## config.mk

```make
export PLATFORM = sky130hd
export DESIGN_NAME = tsc_tap
export DESIGN_NICKNAME = d
export VERILOG_FILES = /design/src/pkg/tsc_pkg.sv /design/src/tsc_tap.sv
export SDC_FILE = /design/constraint.sdc
export NUM_CORES = 1
export LEC_CHECK = 0
export BUFFER_PORTS_ARGS = -buffer_cell sky130_fd_sc_hd__clkbuf_2
export CAP_MARGIN = 20
export CORE_MARGIN = 3
export CORE_UTILIZATION = 45
export CTS_BUF_LIST = sky130_fd_sc_hd__clkbuf_2
export DETAILED_ROUTE_END_ITERATION = 7
export PLACE_DENSITY = 0.79
export SYNTH_ARGS = -nofsm -noshare
export SYNTH_HDL_FRONTEND = slang
export SYNTH_SLANG_ARGS = --single-unit
```

## constraint.sdc

```tcl
create_clock -name sys_clk_i -period 1.51 [get_ports sys_clk_i]
set_input_delay 0.151 -clock sys_clk_i [delete_from_list [all_inputs] [get_ports sys_clk_i]]
set_output_delay 0.151 -clock sys_clk_i [all_outputs]
set_load 0.05 [all_outputs]
```

## src/pkg/tsc_pkg.sv

```systemverilog
// tsc_pkg: constants, states and carriers of the test access port scan logic.
// assumes one system clock that samples the test clock pins as plain inputs.
`default_nettype none

package tsc_pkg;

  // ----------------------------------------------------------------
  // widths and fixed patterns
  // ----------------------------------------------------------------
  localparam int unsigned   TSC_IR_W        = 8;
  localparam int unsigned   TSC_DR_W        = 8;
  localparam logic [7:0]    TSC_IR_CAPTURE  = 8'h81;
  localparam logic [7:0]    TSC_IR_BYPASS   = 8'hFF;
  localparam logic          TSC_BYP_CAPTURE = 1'h0;
  localparam logic [7:0]    TSC_DR_RESET    = 8'h00;
  localparam int unsigned   TSC_SYNC_STAGES = 2;

  // ----------------------------------------------------------------
  // timing: system clock and nominal test clock
  // ----------------------------------------------------------------
  localparam int unsigned   TSC_SYS_CLK_NS  = 50;
  localparam int unsigned   TSC_TCK_NS      = 400;
  localparam int unsigned   TSC_TCK_CYCLES  = TSC_TCK_NS / TSC_SYS_CLK_NS;

  // ----------------------------------------------------------------
  // test state machine
  // ----------------------------------------------------------------
  typedef enum logic [3:0] {
    TSC_RESET      = 4'hF,
    TSC_IDLE       = 4'hC,
    TSC_SEL_DR     = 4'h7,
    TSC_CAP_DR     = 4'h6,
    TSC_SHIFT_DR   = 4'h2,
    TSC_EXIT1_DR   = 4'h1,
    TSC_PAUSE_DR   = 4'h3,
    TSC_EXIT2_DR   = 4'h0,
    TSC_UPDATE_DR  = 4'h5,
    TSC_SEL_IR     = 4'h4,
    TSC_CAP_IR     = 4'hE,
    TSC_SHIFT_IR   = 4'hA,
    TSC_EXIT1_IR   = 4'h9,
    TSC_PAUSE_IR   = 4'hB,
    TSC_EXIT2_IR   = 4'h8,
    TSC_UPDATE_IR  = 4'hD
  } tsc_state_type;

  // ----------------------------------------------------------------
  // pin carriers
  // ----------------------------------------------------------------
  typedef struct packed {
    logic tck;
    logic tms;
    logic tdi;
  } tsc_pins_type;

  typedef struct packed {
    logic data;
    logic oe;
  } tsc_tdo_type;

endpackage : tsc_pkg

`default_nettype wire

```

## src/tsc_tap.sv

```systemverilog
// tsc_tap: test access port scan logic with bypass and one test data register.
// assumes tck, tms, tdi come from an outside controller and are asynchronous
// to sys_clk_i; the test clock must be at least four system clocks long.
//
// Operation
// update-ir loads the shifted instruction into the instruction register on tck fall
// under bypass, bypass stage loads 0 on the rise leaving capture-dr
// serial output enabled on the tck fall after entering shift-dr
// bypass is one shift stage: 101 in gives 010 out
// serial output goes high impedance on the tck fall in exit1-dr
// update-dr loads the selected register's parallel output on tck fall
// tdi and tms sampled on tck rise, tdo driven on tck fall
// controller changes tms on tck fall, state advances on next rise
// leaving capture-ir, instruction shifter captures 10000001
// sixteen-state graph; tms high from update-dr returns to reset (the code goes to select-dr instead)
`default_nettype none

module tsc_tap #(
  parameter int unsigned DR_W = tsc_pkg::TSC_DR_W
) (
  // clock and reset
  input  wire logic                  sys_clk_i,
  input  wire logic                  resetn_i,
  // test access pins
  input  wire tsc_pkg::tsc_pins_type pins_i,
  output var  tsc_pkg::tsc_tdo_type  tdo_o,
  // parallel side
  input  wire logic [DR_W-1:0]       dr_capture_i,
  output logic [DR_W-1:0]            dr_out_o,
  output logic [tsc_pkg::TSC_IR_W-1:0] ir_o,
  output var  tsc_pkg::tsc_state_type state_o
);
  import tsc_pkg::*;

  // ----------------------------------------------------------------
  // state
  // ----------------------------------------------------------------
  tsc_pins_type            sync1;
  tsc_pins_type            sync2;
  logic                    tck_d;
  tsc_state_type           state;
  logic [TSC_IR_W-1:0]     ir_shift;
  logic [TSC_IR_W-1:0]     ir;
  logic                    byp;
  logic [DR_W-1:0]         dr_shift;
  logic [DR_W-1:0]         dr_out;
  tsc_tdo_type             tdo;

  tsc_pins_type            next_sync1;
  tsc_pins_type            next_sync2;
  logic                    next_tck_d;
  tsc_state_type           next_state;
  logic [TSC_IR_W-1:0]     next_ir_shift;
  logic [TSC_IR_W-1:0]     next_ir;
  logic                    next_byp;
  logic [DR_W-1:0]         next_dr_shift;
  logic [DR_W-1:0]         next_dr_out;
  tsc_tdo_type             next_tdo;

  logic                    tck_rise;
  logic                    tck_fall;
  logic                    tms;
  logic                    tdi;
  logic                    bypass_sel;

  // ----------------------------------------------------------------
  // pin synchroniser and test clock edge detect
  // ----------------------------------------------------------------
  always_comb begin
    next_sync1 = pins_i;
    next_sync2 = sync1;
    next_tck_d = sync2.tck;
  end

  always_ff @(posedge sys_clk_i or negedge resetn_i) begin
    if (!resetn_i) begin
      sync1 <= '0;
      sync2 <= '0;
      tck_d <= 1'h0;
    end else begin
      sync1 <= next_sync1;
      sync2 <= next_sync2;
      tck_d <= next_tck_d;
    end
  end

  // tms and tdi pass the same two stages as tck, so they stay aligned to it
  assign tck_rise   = sync2.tck & ~tck_d;
  assign tck_fall   = ~sync2.tck & tck_d;
  assign tms        = sync2.tms;
  assign tdi        = sync2.tdi;
  assign bypass_sel = (ir == TSC_IR_BYPASS);

  // ----------------------------------------------------------------
  // test state machine
  // ----------------------------------------------------------------
  always_comb begin
    next_state = state;
    if (tck_rise) begin
      case (state)
        TSC_RESET:     next_state = tms ? TSC_RESET    : TSC_IDLE;
        TSC_IDLE:      next_state = tms ? TSC_SEL_DR   : TSC_IDLE;
        TSC_SEL_DR:    next_state = tms ? TSC_SEL_IR   : TSC_CAP_DR;
        TSC_CAP_DR:    next_state = tms ? TSC_EXIT1_DR : TSC_SHIFT_DR;
        TSC_SHIFT_DR:  next_state = tms ? TSC_EXIT1_DR : TSC_SHIFT_DR;
        TSC_EXIT1_DR:  next_state = tms ? TSC_UPDATE_DR : TSC_PAUSE_DR;
        TSC_PAUSE_DR:  next_state = tms ? TSC_EXIT2_DR : TSC_PAUSE_DR;
        TSC_EXIT2_DR:  next_state = tms ? TSC_UPDATE_DR : TSC_SHIFT_DR;
        TSC_UPDATE_DR: next_state = tms ? TSC_SEL_DR   : TSC_IDLE;
        TSC_SEL_IR:    next_state = tms ? TSC_RESET    : TSC_CAP_IR;
        TSC_CAP_IR:    next_state = tms ? TSC_EXIT1_IR : TSC_SHIFT_IR;
        TSC_SHIFT_IR:  next_state = tms ? TSC_EXIT1_IR : TSC_SHIFT_IR;
        TSC_EXIT1_IR:  next_state = tms ? TSC_UPDATE_IR : TSC_PAUSE_IR;
        TSC_PAUSE_IR:  next_state = tms ? TSC_EXIT2_IR : TSC_PAUSE_IR;
        TSC_EXIT2_IR:  next_state = tms ? TSC_UPDATE_IR : TSC_SHIFT_IR;
        TSC_UPDATE_IR: next_state = tms ? TSC_SEL_DR   : TSC_IDLE;
        default:       next_state = TSC_RESET;
      endcase
    end
  end

  always_ff @(posedge sys_clk_i or negedge resetn_i) begin
    if (!resetn_i) begin
      state <= TSC_RESET;
    end else begin
      state <= next_state;
    end
  end

  // ----------------------------------------------------------------
  // instruction shifter and instruction register
  // ----------------------------------------------------------------
  always_comb begin
    next_ir_shift = ir_shift;
    next_ir       = ir;
    if (tck_rise) begin
      case (state)
        TSC_CAP_IR:   next_ir_shift = TSC_IR_CAPTURE;
        TSC_SHIFT_IR: next_ir_shift = {tdi, ir_shift[TSC_IR_W-1:1]};
        default: begin
        end
      endcase
    end
    if (tck_fall) begin
      case (state)
        TSC_RESET:     next_ir = TSC_IR_BYPASS;
        TSC_UPDATE_IR: next_ir = ir_shift;
        default: begin
        end
      endcase
    end
  end

  always_ff @(posedge sys_clk_i or negedge resetn_i) begin
    if (!resetn_i) begin
      ir_shift <= TSC_IR_CAPTURE;
      ir       <= TSC_IR_BYPASS;
    end else begin
      ir_shift <= next_ir_shift;
      ir       <= next_ir;
    end
  end

  // ----------------------------------------------------------------
  // bypass stage and test data register
  // ----------------------------------------------------------------
  always_comb begin
    next_byp      = byp;
    next_dr_shift = dr_shift;
    next_dr_out   = dr_out;
    if (tck_rise) begin
      case (state)
        TSC_CAP_DR: begin
          if (bypass_sel) begin
            next_byp = TSC_BYP_CAPTURE;
          end else begin
            next_dr_shift = dr_capture_i;
          end
        end
        TSC_SHIFT_DR: begin
          if (bypass_sel) begin
            next_byp = tdi;
          end else begin
            next_dr_shift = {tdi, dr_shift[DR_W-1:1]};
          end
        end
        default: begin
        end
      endcase
    end
    // bypass has no parallel side, so only the test register updates
    if (tck_fall && (state == TSC_UPDATE_DR) && !bypass_sel) begin
      next_dr_out = dr_shift;
    end
  end

  always_ff @(posedge sys_clk_i or negedge resetn_i) begin
    if (!resetn_i) begin
      byp      <= TSC_BYP_CAPTURE;
      dr_shift <= TSC_DR_RESET[DR_W-1:0];
      dr_out   <= TSC_DR_RESET[DR_W-1:0];
    end else begin
      byp      <= next_byp;
      dr_shift <= next_dr_shift;
      dr_out   <= next_dr_out;
    end
  end

  // ----------------------------------------------------------------
  // serial output
  // ----------------------------------------------------------------
  always_comb begin
    next_tdo = tdo;
    if (tck_fall) begin
      // enable rises in shift, drops in exit1 and elsewhere
      next_tdo.oe = (state == TSC_SHIFT_IR) || (state == TSC_SHIFT_DR);
      if (state == TSC_SHIFT_IR) begin
        next_tdo.data = ir_shift[0];
      end else if (state == TSC_SHIFT_DR) begin
        next_tdo.data = bypass_sel ? byp : dr_shift[0];
      end
    end
  end

  always_ff @(posedge sys_clk_i or negedge resetn_i) begin
    if (!resetn_i) begin
      tdo <= '0;
    end else begin
      tdo <= next_tdo;
    end
  end

  assign tdo_o    = tdo;
  assign dr_out_o = dr_out;
  assign ir_o     = ir;
  assign state_o  = state;

endmodule : tsc_tap

`default_nettype wire

```

# Word level (Yosys, flattened, before mapping)
# Cells that the tools add are included.
# W data, S select, Z words.
dict set report totals {
  regBits 46
  in_bits 13
  out_inout_bits 22
  elab_cells 80
}
dict set report op_classes {
  n_eq_ne 20
  n_mux 24
  bitwise_logic 4
  reduce_logical 17
}
# cell n
set ops {}
lappend ops {{$pmux W4 S12} 1}
lappend ops {{$pmux W8 S2} 3}
lappend ops {{$eq A4 B4 Y1 const B} 8}
lappend ops {{$eq A4 B3 Y1 const B} 4}
lappend ops {{$mux W8} 2}
lappend ops {{$mux W2} 6}
lappend ops {{$mux W3} 4}
lappend ops {{$eq A4 B2 Y1 const B} 2}
lappend ops {{$eq A8 B8 Y1 const B} 1}
lappend ops {{$ne A2 B2 Y1 const B} 4}
lappend ops {{$reduce_and A4 Y1} 2}
lappend ops {{$reduce_bool A2 Y1} 4}
lappend ops {{$mux W1} 6}
lappend ops {{$reduce_and A2 Y1} 3}
lappend ops {{$eq A4 B1 Y1 const B} 1}
lappend ops {{$logic_not A4 Y1} 1}
lappend ops {{$mux W4} 1}
lappend ops {{$reduce_or A2 Y1} 2}
lappend ops {{$reduce_or A3 Y1} 1}
lappend ops {{$and A1 B1 Y1} 2}
lappend ops {{$logic_and A1 B1 Y1} 2}
lappend ops {{$not A1 Y1} 2}
lappend ops {{$pmux W1 S2} 1}
lappend ops {{$logic_not A1 Y1} 1}
lappend ops {{$logic_or A1 B1 Y1} 1}

# Longest topological paths before layout
dict set report depth {
  depth_word 4
  depth_mapped 6
  mapped_depth_nobuf 4
}

# Worst setup path after synthesis
# Ideal clock, no wire load.
dict set report synth_path {
  kind {register to register}
  start {register state[0], in the netlist state_o[0]}
  end {register dr_out[0], in the netlist dr_out_o[0]}
  setup_ps 128
  arrival_ps 1645
  slack_ps -263
  stages_incl_launch_ff 5
  n_path_buf 1
  cell_sequence {dfstp_2 buf_2 nor2b_1 nand4_4 mux2_1}
}
dict set report synth_between {
  elab_chain_len 3
}
# item line_no
set synth_lines {}
lappend synth_lines {{from (decl)} tsc_tap.sv:41} ;# tsc_state_type state;
lappend synth_lines {{from (signal assigned)} tsc_tap.sv:126} ;# state <= next_state;
lappend synth_lines {{$eq A4 B3 Y1} tsc_tap.sv:192} ;# if (tck_fall && (state == TSC_UPDATE_DR) && !bypass_sel) begin
lappend synth_lines {{$logic_and A1 B1 Y1 (2 in series)} tsc_tap.sv:192}
lappend synth_lines {{to (signal assigned)} tsc_tap.sv:201} ;# dr_out <= TSC_DR_RESET[DR_W-1:0];
lappend synth_lines {{to (signal assigned)} tsc_tap.sv:205} ;# dr_out <= next_dr_out;
lappend synth_lines {{to (decl)} tsc_tap.sv:46} ;# logic [DR_W-1:0] dr_out;
# Every way passes these cells.
# A chain may end at the register's enable or synchronous reset.

# Final worst setup path
dict set report layout_path {
  start {register state[1], in the netlist state_o[1]}
  end {register dr_shift[7]}
}
dict set report layout_between {
  elab_chain_len 3
  word_cells_on_any_way 7
  cone_classes {eq/ne (4); mux (1); reduce/logical (2)}
}
# item line_no
set layout_lines {}
lappend layout_lines {{$eq A4 B3 Y1 / $eq A4 B2 Y1 (equally long branches)} tsc_tap.sv:172} ;# case (state)
lappend layout_lines {{$ne A2 B2 Y1 (no source line) / $reduce_bool A2 Y1 (equally long branches)} n/a}
lappend layout_lines {{$reduce_and A4 Y1 (no source line)} n/a}
lappend layout_lines {{to (signal assigned)} tsc_tap.sv:200} ;# dr_shift <= TSC_DR_RESET[DR_W-1:0];
lappend layout_lines {{to (signal assigned)} tsc_tap.sv:204} ;# dr_shift <= next_dr_shift;
lappend layout_lines {{to (decl)} tsc_tap.sv:45} ;# logic [DR_W-1:0] dr_shift;
# Several ways; a longest one is shown, not always the timed one.

==> results.tsv <==
stage	metric	value	unit
yosys	Seq/Total Area, Yosys	59.64	%
place	input/output buffers	34	
yosys	Avg Synthesized Cell Area	11.46	sq um
final_layout	Design Area, Final	0.002808	sq mm
timing	Slew @ Worst Pin	0.5730	ns
final_layout	ant diodes	0	
die	# rows	23	
timing	Min Hold Slack	0.07547	ns
worst_setup_path	CP required	1.84	ns
timing	Final Hold Vio Count	0	
final_layout	area of the multi-input gates	820.8	sq um
yosys	Synth cell types	34	
place	Placement Cell Area	0.002347	sq mm
timing	clock skew	0.03036	ns
final_layout	nets@finish	261	
route	DR vias/cell	5.201	
route	Iter 0 DRT Violations	128	
yosys	Cells after Synth	171	
final_layout	share of cells above drive strength 1	45.38	%
yosys	compound-gate portion of the synthesized area	13.67	%
yosys	Synth Area in Adders	0	%
worst_setup_path	CP max FO	6	
cts	Clock transition at path regs	0.23	ns
cts	TritonCTS clock tree	yes	
timing	Worst Slack Setup Final	-0.1250	ns
final_layout	Area Overhead vs Synth	43.29	%
place	GPL Wtd Cong	0.8001	
yosys	main combinational cell family by area after synthesis	simple AND/OR/NAND/NOR gates	
yosys	Yosys Warn Count	0	
worst_setup_path	type of origin of the critical path	register	
yosys	multiplexer share of the synthesized area	9.259	%
die	Starting Density	47.95	%
cts	Num CTS Buffers	5	
die	die height	71.99	microns
power_and_ir_drop	total chip power	0.006061	W
global_routing	total gr overflow	0	
route	DRC viols	0	
route	ANT nets after route	0	
final_layout	Util after Layout	68.71	%
power_and_ir_drop	Max VDD drop	1180	uV
cts	insertion delay to the later sink of the worst-skew pair	0.45	ns
global_routing	vias in the first global route	1442	
global_routing	initial antenna violation count	0	
power_and_ir_drop	Leak Pwr	1.318	nW
worst_setup_path	critical path capture point type	register	
route	Routed Wire Length	4754	microns
yosys	Synth async-reset ratio	100.0	%
yosys	Yosys reg bits	46	
global_routing	largest net degree at the start of global routing	47	
status	outcome	finished, violations left	
global_routing	first-pass GRT wire length	7024	microns
die	IO Count	35	
timing	Final setup viols	18	
cts	Clock Sinks	46	
yosys	Synth Area in XOR/XNOR	0	%
cts	CTS Buffer Depth	2	
timing	crit share post-route	108.3	%
yosys	Post-synth EDFFs	0	
die	core area	0.004086	sq mm
place	hpwl dp	2865	microns
min_path	worst min-delay path class	input pin to register	
timing	Max Fclk	611.6	MHz
final_layout	Reg area	0.001172	sq mm
power_and_ir_drop	PD cells	2159	mW/mm^2
worst_setup_path	Crit Path Class	register to register	
job	maxcap violations	0	
die	DIE WIDTH	71.99	microns
timing	relative slew slack	61.80	%
yosys	Synth Area in Simple Gates	14.62	%
route	drt pass-1 iters	4	
yosys	dominant synthesized flop cell	dfrtp_1	
timing	Slew Viols, Final	0	
yosys	mapped cell area	0.001959	sq mm
worst_setup_path	crit path DAT	1.96	ns
route	Routed WL per cell	15.90	microns
status	failing checks	setup timing	
timing	RSZ-0062 raised after global routing	yes	
worst_setup_path	setup slack, reg-to-reg	-0.12	ns
cts	H-tree depth	2	
place	Placement Setup Slack	-0.07383	ns
global_routing	GRT Util Overall	17.51	%
yosys	syn nets	184	
route	via count	1555	
die	die area	0.005182	sq mm
timing	Tmin final	1.635	ns
final_layout	Layout fillers	276	
cts	root buffer cell	clkbuf_2	
==> final timing paths <==
path / from / cells past startpoint / endpoint
hold reg to reg: next_sync2[2] / 0 / next_tck_d
min in group asynchronous: resetn_i / 3 / dr_shift[3]
max in group asynchronous: resetn_i / 3 / state_o[0]
setup reg to reg: state_o[1] / 5 / dr_shift[7]
setup / recovery: state_o[1] / 5 / dr_shift[7]
hold / removal: dr_capture_i[7] / 3 / dr_shift[7]
==> per-stage QoR <==
step,setup TNS [ns],cells
global placement,-0.1141,269
finish,-1.228,299
CTS,-0.7824,291
detailed placement,-0.6920,269
floorplan,-3.152,171
global route,-2.722,299
==> registers in the layout, summed over array words and instances (netlist names) <==
register    cells
dr_out_o        8
dr_shift        8
ir_o            8
ir_shift        8
state_o         4
next_sync2      3
tdo_o           2
byp             1
next_tck_d      1
tck_d           1
tdi             1
tms             1
==> cells in the final DEF, fill, tap and decap left out, drive strengths merged, types with 2 or more instances in the layout <==
cell type / instances
and2b: 3
o22a: 2
and3: 3
nand4: 5
nor2: 12
a21oi: 4
mux2: 9
dfrtp: 32
mux2i: 8
clkbuf: 30
a22o: 6
inv: 3
nor2b: 2
nand2: 21
nand3: 4
dlygate4sd3: 11
dfstp: 14
o21ai: 22
buf: 43
==> cell type report <==
| type | count | share of cell area [%] |
|---|---|---|
| Tap cell | 50 | 2.228 |
| Timing Repair Buffer | 78 | 23.98 |
| Sequential cell | 46 | 41.76 |
| Clock inverter | 2 | 1.337 |
| Inverter | 3 | 0.4011 |
| Clock buffer | 6 | 1.070 |
| Multi-Input combinational cell | 114 | 29.23 |
==> worst max-delay path, stage by stage (launching register included) <==
cell     delay, ns
dfstp_4       0.70
nor3b_4       0.24
buf_6         0.16
nand2_1       0.06
a21oi_1       0.26
o21ai_2       0.11
==> report_power, final <==
part / internal, W / switching, W / total [W]
clock network: 0.000286 / 0.000417 / 0.000702
logic: 0.00134 / 0.00188 / 0.00323
registers: 0.00180 / 0.000330 / 0.00213
total: 0.00343 / 0.00263 / 0.00606
==> Yosys cell counts (2+ instances only) <==
master | count | area (sq um)
nor2b_1 | 2 | 12.51
nand3_1 | 4 | 20.02
nand4_1 | 4 | 25.02
mux2i_1 | 8 | 80.08
and3_1 | 3 | 18.77
inv_1 | 3 | 11.26
nor2_1 | 12 | 45.04
o21ai_1 | 10 | 50.05
buf_2 | 5 | 25.02
dfstp_2 | 14 | 367.9
a22o_1 | 6 | 52.55
o21ai_0 | 12 | 60.06
and2b_1 | 3 | 22.52
clkbuf_1 | 2 | 7.510
nand2_1 | 21 | 78.83
mux2_1 | 9 | 101.4
dfrtp_1 | 32 | 800.8
o22a_1 | 2 | 17.52
a21oi_1 | 4 | 20.02
==> metal layers <==
metal  vias up  global-route usage (%)  wire length [microns]
li1        767                       -                      -
met1       744                   24.84                   2149
met2        35                   26.63                   2338
met3         9                   4.709                    186
met4         0                   5.010                     79
met5         -                       0                      0
==> timing repair <==
action	CTS	global route
endpoints found under the hold margin	40	2
setup buffers	6	5
cloned	0	1
hold buffers	9	2
gates resized for setup	25	38
endpoints found under the setup margin	31	36
pin swaps	1	6
==> cell families (layout without fill, tap and decap cells) <==
logic type | Yosys count | count (layout)
AOI/OAI and AO/OA | 42 | 42
muxes | 17 | 17
and+or+nand+nor | 55 | 55
DFF | 46 | 46
buffers and inverters | 11 | 89
Power figures use the tool's default switching activity.
